[src/design/agd_cfg.svh]
`ifndef AGD_CFG_SVH
`define AGD_CFG_SVH

`define AGD_GROUPS 4
`define AGD_GIDX_W 2
`define AGD_GREF_W 4
`define AGD_AXES 8
`define AGD_INT_W 3

`define AGD_ST_OFF 8'h00
`define AGD_ST_HALT 8'h01
`define AGD_ST_IDLE 8'h04
`define AGD_ST_INVALID 8'hFF
`define AGD_RST_GRP_STATE 8'h00

`define AGD_CODE_NONE 16'h0000
`define AGD_CODE_BAD_STATE 16'h1A97
`define AGD_CODE_PARAM 16'h1D81
`define AGD_CODE_RANGE 16'h3402

`define AGD_OFF_CTRL 8'h00
`define AGD_OFF_GREF 8'h04
`define AGD_OFF_STATUS 8'h08
`define AGD_OFF_INT_STAT 8'h0C
`define AGD_OFF_INT_EN 8'h10
`define AGD_OFF_INT_CLR 8'h14
`define AGD_OFF_GRP_SEL 8'h18
`define AGD_OFF_GRP_CFG 8'h1C
`define AGD_OFF_AXIS_FLAGS 8'h20
`define AGD_OFF_INIT_CODE 8'h24

`define AGD_CTRL_EXEC 0
`define AGD_CFG_MEMB_LSB 8
`define AGD_STAT_CODE_LSB 16
`define AGD_INT_DONE 0
`define AGD_INT_ERR 1
`define AGD_INT_INIT 2

`endif

[src/design/agd_pkg.sv]
`include "agd_cfg.svh"
package agd_pkg;

  typedef enum logic [3:0] {
    AGD_IDLE = 4'h1,
    AGD_WAIT = 4'h2,
    AGD_FIN  = 4'h4,
    AGD_FAIL = 4'h8
  } agd_fsm_t;

  typedef struct packed {
    logic        cyc;
    logic        stb;
    logic        we;
    logic [3:0]  sel;
    logic [7:0]  adr;
    logic [31:0] dat;
  } agd_wb_req_t;

  typedef struct packed {
    logic        ack;
    logic [31:0] dat;
  } agd_wb_rsp_t;

  typedef struct packed {
    logic        busy;
    logic        done;
    logic        error;
    logic [15:0] code;
  } agd_cmd_stat_t;

  typedef struct packed {
    logic [7:0]           state;
    logic [`AGD_AXES-1:0] members;
    logic                 off;
  } agd_cell_t;

  typedef struct packed {
    agd_fsm_t               fsm;
    logic                   exec;
    logic                   exec_q;
    logic [`AGD_GREF_W-1:0] gref;
    agd_cmd_stat_t          cmd;
    logic [15:0]            init_code;
    logic [`AGD_INT_W-1:0]  int_stat;
    logic [`AGD_INT_W-1:0]  int_en;
    logic [`AGD_GIDX_W-1:0] grp_sel;
    logic [`AGD_AXES-1:0]   axis_flags;
    logic [`AGD_GROUPS-1:0] refresh;
    agd_wb_rsp_t            rsp;
    logic                   irq;
  } agd_top_t;

endpackage

[src/design/agd_group_cell.sv]
`timescale 1ns/1ps
`include "agd_cfg.svh"
module agd_group_cell
  import agd_pkg::*;
(
  input  wire logic                 clk_i,
  input  wire logic                 rst_i,
  input  wire logic                 load_i,
  input  wire logic [7:0]           load_state_i,
  input  wire logic [`AGD_AXES-1:0] load_members_i,
  input  wire logic                 param_fault_i,
  input  wire logic [`AGD_AXES-1:0] axis_fault_i,
  input  wire logic                 disable_i,
  input  wire logic                 moving_i,
  output logic [7:0]                state_o,
  output logic [`AGD_AXES-1:0]      members_o,
  output logic                      off_o
);

  agd_cell_t r;
  agd_cell_t n;
  logic      member_fault;
  logic      can_disable;

  assign member_fault = |(axis_fault_i & r.members);
  assign can_disable  = (r.state == `AGD_ST_IDLE) || (r.state == `AGD_ST_HALT);

  always_comb begin
    n     = r;
    n.off = 1'b0;
    if (param_fault_i) begin
      n.state = `AGD_ST_INVALID;
    end else if (load_i) begin
      n.state   = load_state_i;
      n.members = load_members_i;
    end else if (disable_i && !moving_i && can_disable) begin
      // a group still coasting to a stop keeps its state until it halts
      n.state = `AGD_ST_OFF;
      n.off   = 1'b1;
    end else if (member_fault && r.state != `AGD_ST_OFF && r.state != `AGD_ST_INVALID) begin
      n.state = `AGD_ST_HALT;
    end
  end

  always_ff @(posedge clk_i) begin
    if (rst_i) begin
      r <= '0;
      r.state <= `AGD_RST_GRP_STATE;
    end else begin
      r <= n;
    end
  end

  assign state_o   = r.state;
  assign members_o = r.members;
  assign off_o     = r.off;
endmodule

[src/design/agd_top.sv]
// Added by the designer: the register addresses and the Wishbone register port.
`timescale 1ns/1ps
`include "agd_cfg.svh"
module agd_top
  import agd_pkg::*;
(
  input  wire logic                   clk_i,
  input  wire logic                   rst_i,
  input  wire agd_wb_req_t            wb_req_i,
  output agd_wb_rsp_t                 wb_rsp_o,
  input  wire logic [`AGD_GROUPS-1:0] grp_moving_i,
  input  wire logic [`AGD_GROUPS-1:0] grp_param_fault_i,
  input  wire logic [`AGD_AXES-1:0]   axis_fault_i,
  output agd_cmd_stat_t               cmd_stat_o,
  output logic [`AGD_AXES-1:0]        axis_in_group_flag_o,
  output logic [`AGD_GROUPS-1:0]      monitor_refresh_o,
  output logic                        irq_o
);

  agd_top_t                           r;
  agd_top_t                           n;

  logic [`AGD_GROUPS-1:0][7:0]          cell_state;
  logic [`AGD_GROUPS-1:0][`AGD_AXES-1:0] cell_members;
  logic [`AGD_GROUPS-1:0]               cell_off;
  logic [`AGD_GROUPS-1:0]               grp_load;
  logic [`AGD_GROUPS-1:0]               grp_disable;
  logic [`AGD_GROUPS-1:0]               cell_invalid;

  logic                               wb_hit;
  logic                               wr_en;
  logic                               rd_en;
  logic                               cfg_wr;
  logic [31:0]                        cfg_word;
  logic                               exec_rise;
  logic                               gref_ok;
  logic [`AGD_GIDX_W-1:0]             gidx;
  logic [7:0]                         sel_state;

  function automatic logic [31:0] wmerge(
    input logic [31:0] old_v,
    input logic [31:0] new_v,
    input logic [3:0]  sel
  );
    logic [31:0] m;
    m = {{8{sel[3]}}, {8{sel[2]}}, {8{sel[1]}}, {8{sel[0]}}};
    return (old_v & ~m) | (new_v & m);
  endfunction

  // a new request is taken only while no ack is out, so each access gets one ack
  assign wb_hit = wb_req_i.cyc && wb_req_i.stb && !r.rsp.ack;
  assign wr_en  = wb_hit && wb_req_i.we;
  assign rd_en  = wb_hit && !wb_req_i.we;
  assign cfg_wr = wr_en && (wb_req_i.adr == `AGD_OFF_GRP_CFG);

  assign cfg_word = wmerge({16'h0000, cell_members[r.grp_sel], cell_state[r.grp_sel]},
                           wb_req_i.dat, wb_req_i.sel);

  assign exec_rise = r.exec && !r.exec_q;
  assign gref_ok   = r.gref < `AGD_GREF_W'(`AGD_GROUPS);
  assign gidx      = r.gref[`AGD_GIDX_W-1:0];
  assign sel_state = cell_state[gidx];

  genvar g;
  generate
    for (g = 0; g < `AGD_GROUPS; g++) begin : gen_cell
      assign grp_load[g]    = cfg_wr && (r.grp_sel == `AGD_GIDX_W'(g));
      // the disable request is held for the whole wait; the cell acts once motion ends
      assign grp_disable[g] = (r.fsm == AGD_WAIT) && (r.gref == `AGD_GREF_W'(g));
      assign cell_invalid[g] = cell_state[g] == `AGD_ST_INVALID;

      agd_group_cell u_cell (
        .clk_i          (clk_i),
        .rst_i          (rst_i),
        .load_i         (grp_load[g]),
        .load_state_i   (cfg_word[7:0]),
        .load_members_i (cfg_word[`AGD_CFG_MEMB_LSB +: `AGD_AXES]),
        .param_fault_i  (grp_param_fault_i[g]),
        .axis_fault_i   (axis_fault_i),
        .disable_i      (grp_disable[g]),
        .moving_i       (grp_moving_i[g]),
        .state_o        (cell_state[g]),
        .members_o      (cell_members[g]),
        .off_o          (cell_off[g])
      );
    end
  endgenerate

  always_comb begin
    logic [31:0]           w;
    logic [`AGD_INT_W-1:0] clr;
    logic [`AGD_INT_W-1:0] ev;
    w   = wmerge(32'h0000_0000, wb_req_i.dat, wb_req_i.sel);
    clr = '0;
    ev  = '0;
    n   = r;

    n.exec_q   = r.exec;
    n.rsp.ack  = wb_hit;
    n.rsp.dat  = 32'h0000_0000;

    for (int i = 0; i < `AGD_GROUPS; i++) begin
      n.refresh[i] = cell_state[i] != `AGD_ST_INVALID;
    end

    if (wr_en) begin
      case (wb_req_i.adr)
        `AGD_OFF_CTRL: begin
          if (wb_req_i.sel[0]) begin
            n.exec = w[`AGD_CTRL_EXEC];
          end
        end
        `AGD_OFF_GREF: begin
          if (wb_req_i.sel[0]) begin
            n.gref = w[`AGD_GREF_W-1:0];
          end
        end
        `AGD_OFF_INT_EN: begin
          if (wb_req_i.sel[0]) begin
            n.int_en = w[`AGD_INT_W-1:0];
          end
        end
        `AGD_OFF_INT_CLR: begin
          clr = w[`AGD_INT_W-1:0];
        end
        `AGD_OFF_GRP_SEL: begin
          if (wb_req_i.sel[0]) begin
            n.grp_sel = w[`AGD_GIDX_W-1:0];
          end
        end
        `AGD_OFF_GRP_CFG: begin
          // stands in for the enable path: a group loaded as standby claims its axes
          if (cfg_word[7:0] == `AGD_ST_IDLE) begin
            n.axis_flags = r.axis_flags | cfg_word[`AGD_CFG_MEMB_LSB +: `AGD_AXES];
          end
        end
        default: begin
        end
      endcase
    end

    if (rd_en) begin
      case (wb_req_i.adr)
        `AGD_OFF_CTRL: n.rsp.dat = {31'h0000_0000, r.exec};
        `AGD_OFF_GREF: n.rsp.dat = {28'h000_0000, r.gref};
        `AGD_OFF_STATUS: begin
          n.rsp.dat = {r.cmd.code, 13'h0000, r.cmd.error, r.cmd.done, r.cmd.busy};
        end
        `AGD_OFF_INT_STAT: n.rsp.dat = {29'h0000_0000, r.int_stat};
        `AGD_OFF_INT_EN: n.rsp.dat = {29'h0000_0000, r.int_en};
        `AGD_OFF_GRP_SEL: n.rsp.dat = {30'h0000_0000, r.grp_sel};
        `AGD_OFF_GRP_CFG: begin
          n.rsp.dat = {16'h0000, cell_members[r.grp_sel], cell_state[r.grp_sel]};
        end
        `AGD_OFF_AXIS_FLAGS: n.rsp.dat = {24'h00_0000, r.axis_flags};
        `AGD_OFF_INIT_CODE: n.rsp.dat = {16'h0000, r.init_code};
        default: n.rsp.dat = 32'h0000_0000;
      endcase
    end

    for (int i = 0; i < `AGD_GROUPS; i++) begin
      if (cell_off[i]) begin
        n.axis_flags = n.axis_flags & ~cell_members[i];
      end
    end

    if (|grp_param_fault_i) begin
      n.init_code = `AGD_CODE_PARAM;
    end

    case (r.fsm)
      AGD_IDLE: begin
        if (exec_rise) begin
          if (!gref_ok) begin
            n.fsm        = AGD_FAIL;
            n.cmd.error  = 1'b1;
            n.cmd.code   = `AGD_CODE_RANGE;
          end else if (sel_state == `AGD_ST_OFF) begin
            n.fsm        = AGD_FIN;
            n.cmd.done   = 1'b1;
          end else if (sel_state == `AGD_ST_IDLE || sel_state == `AGD_ST_HALT) begin
            n.fsm        = AGD_WAIT;
            n.cmd.busy   = 1'b1;
          end else begin
            n.fsm        = AGD_FAIL;
            n.cmd.error  = 1'b1;
            n.cmd.code   = `AGD_CODE_BAD_STATE;
          end
        end
      end
      AGD_WAIT: begin
        if (sel_state == `AGD_ST_OFF) begin
          n.fsm      = AGD_FIN;
          n.cmd.busy = 1'b0;
          n.cmd.done = 1'b1;
        end
      end
      AGD_FIN, AGD_FAIL: begin
        if (!r.exec) begin
          n.fsm = AGD_IDLE;
          n.cmd = '{busy: 1'b0, done: 1'b0, error: 1'b0, code: `AGD_CODE_NONE};
        end
      end
      default: begin
        n.fsm = AGD_IDLE;
        n.cmd = '{busy: 1'b0, done: 1'b0, error: 1'b0, code: `AGD_CODE_NONE};
      end
    endcase

    if (n.cmd.error) begin
      n.cmd.busy = 1'b0;
    end

    ev[`AGD_INT_DONE] = n.cmd.done && !r.cmd.done;
    ev[`AGD_INT_ERR]  = n.cmd.error && !r.cmd.error;
    ev[`AGD_INT_INIT] = |grp_param_fault_i;
    // clear first, then set, so an event in the clearing cycle survives
    n.int_stat = (r.int_stat & ~clr) | ev;
    n.irq      = |(n.int_stat & n.int_en);
  end

  always_ff @(posedge clk_i) begin
    if (rst_i) begin
      r         <= '0;
      r.fsm     <= AGD_IDLE;
      r.refresh <= '1;
    end else begin
      r <= n;
    end
  end

  assign wb_rsp_o             = r.rsp;
  assign cmd_stat_o           = r.cmd;
  assign axis_in_group_flag_o = r.axis_flags;
  assign monitor_refresh_o    = r.refresh;
  assign irq_o                = r.irq;
endmodule

[config.mk]
export PLATFORM = sky130hd
export DESIGN_NAME = agd_top
export DESIGN_NICKNAME = d
export VERILOG_FILES = /design/src/design/agd_pkg.sv /design/src/design/agd_group_cell.sv /design/src/design/agd_top.sv
export VERILOG_INCLUDE_DIRS = /design/src /design/src/design
export SDC_FILE = /design/constraint.sdc
export NUM_CORES = 1
export LEC_CHECK = 0
export ABC_AREA = 0
export BUFFER_PORTS_ARGS = -buffer_cell sky130_fd_sc_hd__buf_4
export CORE_UTILIZATION = 40
export CTS_BUF_LIST = sky130_fd_sc_hd__clkbuf_8
export DETAILED_ROUTE_END_ITERATION = 16
export SKIP_CTS_REPAIR_TIMING = 1
export SYNTH_ARGS = -nofsm -noshare
export SYNTH_HDL_FRONTEND = slang
export SYNTH_SLANG_ARGS = --single-unit
[constraint.sdc]
create_clock -name clk_i -period 3.6 [get_ports clk_i]
set_input_delay 0.36 -clock clk_i [delete_from_list [all_inputs] [get_ports clk_i]]
set_output_delay 0.36 -clock clk_i [all_outputs]
set_load 0.005 [all_outputs]
Word level (Yosys, flattened, before mapping)

Index checks and enable logic that the tools add are counted.
W data, S select, Z words.

Bits in registers: 152
Input bits: 65
Output and inout port bits: 65
Word-level logic and storage cells: 241

Magnitude comparators: 3
Equal/unequal tests: 42
Multiplexer cells: 59
Bitwise logic cells: 27
Reductions and logical operators: 81

Operators by type and width:

| operator             | number |
|---|---|
| $pmux W32 S9         | 1 |
| $mux W8              | 25 |
| $and A8 B8 Y8        | 8 |
| $eq A8 B3 Y1 const B | 7 |
| $mux W17             | 3 |
| $pmux W17 S3         | 1 |
| $bmux W8 S2          | 3 |
| $eq A8 B1 Y1 const B | 5 |
| $mux W19             | 2 |
| $and A16 B16 Y16     | 2 |
| $eq A8 B5 Y1 const B | 4 |
| $logic_and A1 B1 Y1  | 32 |
| $ne A8 B8 Y1 const B | 4 |
| $not A8 Y8           | 4 |
| $reduce_bool A8 Y1   | 4 |
| $reduce_or A8 Y1     | 4 |
| $mux W4              | 6 |
| $eq A8 B4 Y1 const B | 2 |
| $eq A8 B6 Y1 const B | 2 |
| $logic_not A8 Y1     | 2 |
| $not A16 Y16         | 1 |
| $or A16 B16 Y16      | 1 |
| $reduce_bool A4 Y1   | 4 |
| $reduce_or A3 Y1     | 5 |
| other kinds (32)     | 80 |

Depth between registers and ports, before layout

Depth in word-level cells: 16
Mapped depth: 8

Modules after synthesis

A second synthesis with hierarchy kept.

Cells, all modules: 795
Area, all modules: 7088.0 um^2

Modules (own cells, without submodules):

| module         | instances | cells each | area each (um^2) | seq. area each (um^2) |
|---|---|---|---|---|
| agd_top        | 1         | 443        | 4050.1           | 1181.1 |
| agd_group_cell | 4         | 88         | 759.5            | 340.3 |

Least setup slack after synthesis

OpenSTA, ideal clock, no wires.

Path kind: reg-to-reg
Start point: register r[98] (netlist name)
End point: register gen_cell[2].u_cell.r, in the netlist gen_cell[2].u_cell.state_o[7]
Setup time: 0.128 ns
Arrival time: 2.358 ns
Data required time: 3.472 ns
Slack: 1.115 ns
Cell stages (with the launch flop): 8
Path buffers: 1
Clock period less this slack: 2.485 ns
Cells stage by stage: dfxtp_1 or4b_4 or3_1 buf_2 or4_4 nor3b_4 a221oi_2 nor2_1

Longest elaborated chain between the ends: 7
Elaborated cells between the ends (all ways): 8

Ends and longest elaborated chain:

| element                            | line                 | RTL |
|---|---|---|
| start: declaration                 | agd_top.sv:20        | `agd_top_t r;` |
| start signal: assignment           | agd_top.sv:228       | `r <= n;` |
| $eq A4 B2 Y1 *                     | agd_top.sv:69        | `` assign grp_disable[g] = (r.fsm == AGD_WAIT) && (r.gref == `AGD_GREF_W'(g)); `` |
| $logic_and A1 B1 Y1 *              | agd_top.sv:69        |  |
| $logic_and A1 B1 Y1 * (2 in a row) | agd_group_cell.sv:36 | `end else if (disable_i && !moving_i && can_disable) begin` |
| $mux W8                            | agd_group_cell.sv:36 |  |
| $mux W8                            | agd_group_cell.sv:33 | `end else if (load_i) begin` |
| $mux W8                            | agd_group_cell.sv:31 | `if (param_fault_i) begin` |
| end signal: assignment             | agd_group_cell.sv:50 | `r <= n;` |
| end: declaration                   | agd_group_cell.sv:20 | `agd_cell_t r;` |

Mark *: on every way between the ends. The rest lies on a longest branch, timed or not.
A chain may end at the register's enable or synchronous reset.

Worst setup path after layout

Start point: register r[98] (netlist name)
End point: register gen_cell[3].u_cell.r, in the netlist gen_cell[3].u_cell.state_o[0]

Longest elaborated chain between the ends: 7
Elaborated cells between the ends (all ways): 8

Ends and longest elaborated chain:

| element                            | line |
|---|---|
| $eq A4 B2 Y1 *                     | agd_top.sv:69 |
| $logic_and A1 B1 Y1 *              | agd_top.sv:69 |
| $logic_and A1 B1 Y1 * (2 in a row) | agd_group_cell.sv:36 |
| $mux W8                            | agd_group_cell.sv:36 |
| $mux W8                            | agd_group_cell.sv:33 |
| $mux W8                            | agd_group_cell.sv:31 |
| end signal: assignment             | agd_group_cell.sv:50 |
| end: declaration                   | agd_group_cell.sv:20 |

Marked as above.

==> impl_metrics.env <==
export IMPL_final_common_cell="dfxtp_1"
export IMPL_worstPathArrival_ns=3.15
export IMPL_crit_path_max_fanout=8
export IMPL_r2r_start="r[98]$_SDFFE_PP0P_"
export IMPL_synth_flop_cell="dfxtp_1"
export IMPL_hp_class="in2reg"
export IMPL_synthXorXnorAreaFrac_pct=0.652
export IMPL_status="finished, final reports clean"
export IMPL_die_w_um=132
export IMPL_clock_path_buffers=2
export IMPL_drtIter0Drc=822
export IMPL_hold_violations=0
export IMPL_yosysUniqueCellTypes=68
export IMPL_ios=130
export IMPL_rows=47
export IMPL_die_y_um=132
export IMPL_place_congestion=0.956
export IMPL_antennaDiodeCount=0
export IMPL_synth_adder_area_share_pct=0
export IMPL_max_vdd_ir_drop_uv=255
export IMPL_initial_core_util_pct=40.8
export IMPL_met2_usage_pct=36.7
export IMPL_slew_headroom_pct=21.5
export IMPL_cts_root_buffer="clkbuf_8"
export IMPL_grt_pass1_vias=5694
export IMPL_ys_warn_count=0
export IMPL_timing_final_ws_setup_ns=0.825
export IMPL_numPortBuffers=105
export IMPL_critPathLaunch="r[98]$_SDFFE_PP0P_"
export IMPL_rsz0062_at_grt="false"
export IMPL_fill_cells=1574
export IMPL_htreeDepth=4
export IMPL_clk_pin_slew_ns=0.08
export IMPL_yosys_area_share_simple_pct=20.2
export IMPL_crit_path_end_kind="register"
export IMPL_max_freq_ghz=0.360
export IMPL_dr_pass1_iters=6
export IMPL_ant_nets=0
export IMPL_fin_crit_sh_pct=77.1
export IMPL_grt_pass1_wl_um=31800
export IMPL_grt_busiest_layer="met2"
export IMPL_synth_mux_area_share_pct=14.6
export IMPL_via_per_inst=5.99
export IMPL_place_ws_ns=0.881
export IMPL_required_ns=3.97
export IMPL_grt_overflow_total=0
export IMPL_synth_async_reset_ratio_pct=0
export IMPL_synth_edf_count=0
export IMPL_synthCells=736
export IMPL_grt_max_degree=113
export IMPL_numClockSinks=127
export IMPL_antenna_found_initial=0
export IMPL_core_area_mm2=0.0165
export IMPL_fin_nets=838
export IMPL_wl_per_cell_um=20.2
export IMPL_final_max_slew_viol_count=0
export IMPL_tightest_slew_ns=1.18
export IMPL_synth_top_family_by_area="simple AND/OR/NAND/NOR gates"
export IMPL_netlist_area_mm2=0.00672
export IMPL_syn_area_per_cell_um2=9.13
export IMPL_grtUsageMet3_pct=5.36
export IMPL_dp_hpwl_um=14800
export IMPL_cp_start_kind="register"
export IMPL_cts_made_buffers=17
export IMPL_drive_gt1_share_pct=25.1
export IMPL_setup_tns_ns=0
export IMPL_ys_seq_area_share_pct=37.8
export IMPL_p_per_area_mw_per_mm2=400
export IMPL_hold_start="wb_req_i[46]"
export IMPL_worstSetupPathType="reg2reg"
export IMPL_finClkSkew_ns=0.0105
export IMPL_yosys_register_bits=127
export IMPL_met1_usage_pct=31.1
export IMPL_setup_viol=0
export IMPL_drc=0
export IMPL_cts_tree="done"
export IMPL_worstSkewPairLatency_ns=0.46
export IMPL_grt_usage_pct=23.7
export IMPL_period_minus_slack_ns=2.78
export IMPL_cap_violations=0
export IMPL_p_leak_nw=2.87
export IMPL_via_count=6023
export IMPL_drt_wl_total_um=20300
export IMPL_die_area_mm2=0.0173
export IMPL_synth_compound_area_share_pct=16.6
export IMPL_area_delta_synth_final_pct=14.4
export IMPL_layout_common_cells="dfxtp_1, buf_4, nor2_1, a21oi_1, mux2i_1"
==> stage by stage <==
stage	hold slack, ns	cells	area [um2]	util (%)	power [mW]
final	0.186	1006	7690	46.7	3.07
after global routing	0.178	1006	7690	46.7	3.18
after CTS	0.163	1006	7690	46.7	3.09
after detailed placement	0.465	974	7260	44.1	1.74
after global placement	0.456	974	7260	44.1	1.74
after floorplan	0.418	742	6740	-	1.64
==> Yosys cell counts, types with 3 or more instances <==
cell	count	share of area [%]
buf_4	64	7.1
a221o_1	3	0.45
a22oi_1	28	3.1
nand3_1	19	1.4
a21oi_1	50	3.7
mux2_2	16	2.7
a211oi_1	4	0.45
nor3_1	11	0.82
and2_1	11	1.0
nand2b_1	5	0.47
buf_2	3	0.22
a31oi_1	4	0.37
a21o_1	4	0.45
inv_1	12	0.67
a22o_1	6	0.78
nor2b_1	10	0.93
nor4b_1	7	0.91
dfxtp_1	127	38
or3_1	6	0.56
a222oi_1	8	1.2
nand3b_1	3	0.34
a221oi_1	21	2.7
xor2_1	5	0.65
clkbuf_1	32	1.8
nor2_1	104	5.8
mux4_2	19	6.4
mux2i_1	37	5.5
buf_1	5	0.28
nor4_1	9	0.84
nand4_1	16	1.5
o21ai_0	8	0.60
nand2_1	34	1.9
==> state kept, by name, indices dropped and copies added (netlist names) <==
name,cells
r,16
gidx,2
gen_cell.u_cell.members_o,32
cmd_stat_o,6
gen_cell.u_cell.state_o,32
gen_cell.u_cell.off_o,4
monitor_refresh_o,4
axis_in_group_flag_o,8
n,1
irq_o,1
wb_rsp_o,21
==> where the power goes <==
group	switching, mW	leakage (nW)	internal, mW
registers	0.0403	1.03	1.43
logic	0.139	1.62	0.107
clock network	0.604	0.215	0.752
==> per-layer routing <==
layer | vias to the layer above | wire [um] | part of all wire [%]
met4 | 0 | 652 | 3.2
met2 | 308 | 9270 | 46
met1 | 2918 | 8690 | 43
met3 | 53 | 1730 | 8.5
met5 | - | 0 | 0
li1 | 2744 | - | -
==> path summary, 6_finish.rpt <==
path | depth (start not counted) | end | slack [ns]
worst max-delay path | 6 | gen_cell[3].u_cell.state_o[0]$_SDFFE_PP0P_ | 0.82
worst min-delay path | 3 | wb_rsp_o[32]$_SDFF_PP0_ | 0.19
worst max register to register | 6 | gen_cell[3].u_cell.state_o[0]$_SDFFE_PP0P_ | 0.82
worst min register to register | 2 | r[54]$_SDFFE_PP0P_ | 0.48
==> layout make-up <==
type                    instances  area [um2]  share of cell area, %
flip-flops and latches        127        2540                   33.1
clock buffers                  17         234                   3.04
clock inverters                15         195                   2.54
repair buffers                116         871                   11.3
inverters                      12        45.0                  0.586
well taps                     220         275                   3.58
multi-input cells             499        3530                   45.9
==> cell families after synthesis <==
group                     Yosys count
AOI/OAI and AO/OA                 156
xor gates and xnor gates            5
buffers and inverters             116
DFF                               127
muxes                              72
other                               1
and+or+nand+nor                   259
==> critical path: stages, from the launching register on <==
cell and delay [ns]:
dfxtp_1 0.37, or4b_4 0.59, or3_1 0.48, nor4_2 0.48, a211oi_1 0.26, a221o_1 0.35, a21oi_1 0.16
Note: power is estimated with default switching activity, not from simulation.
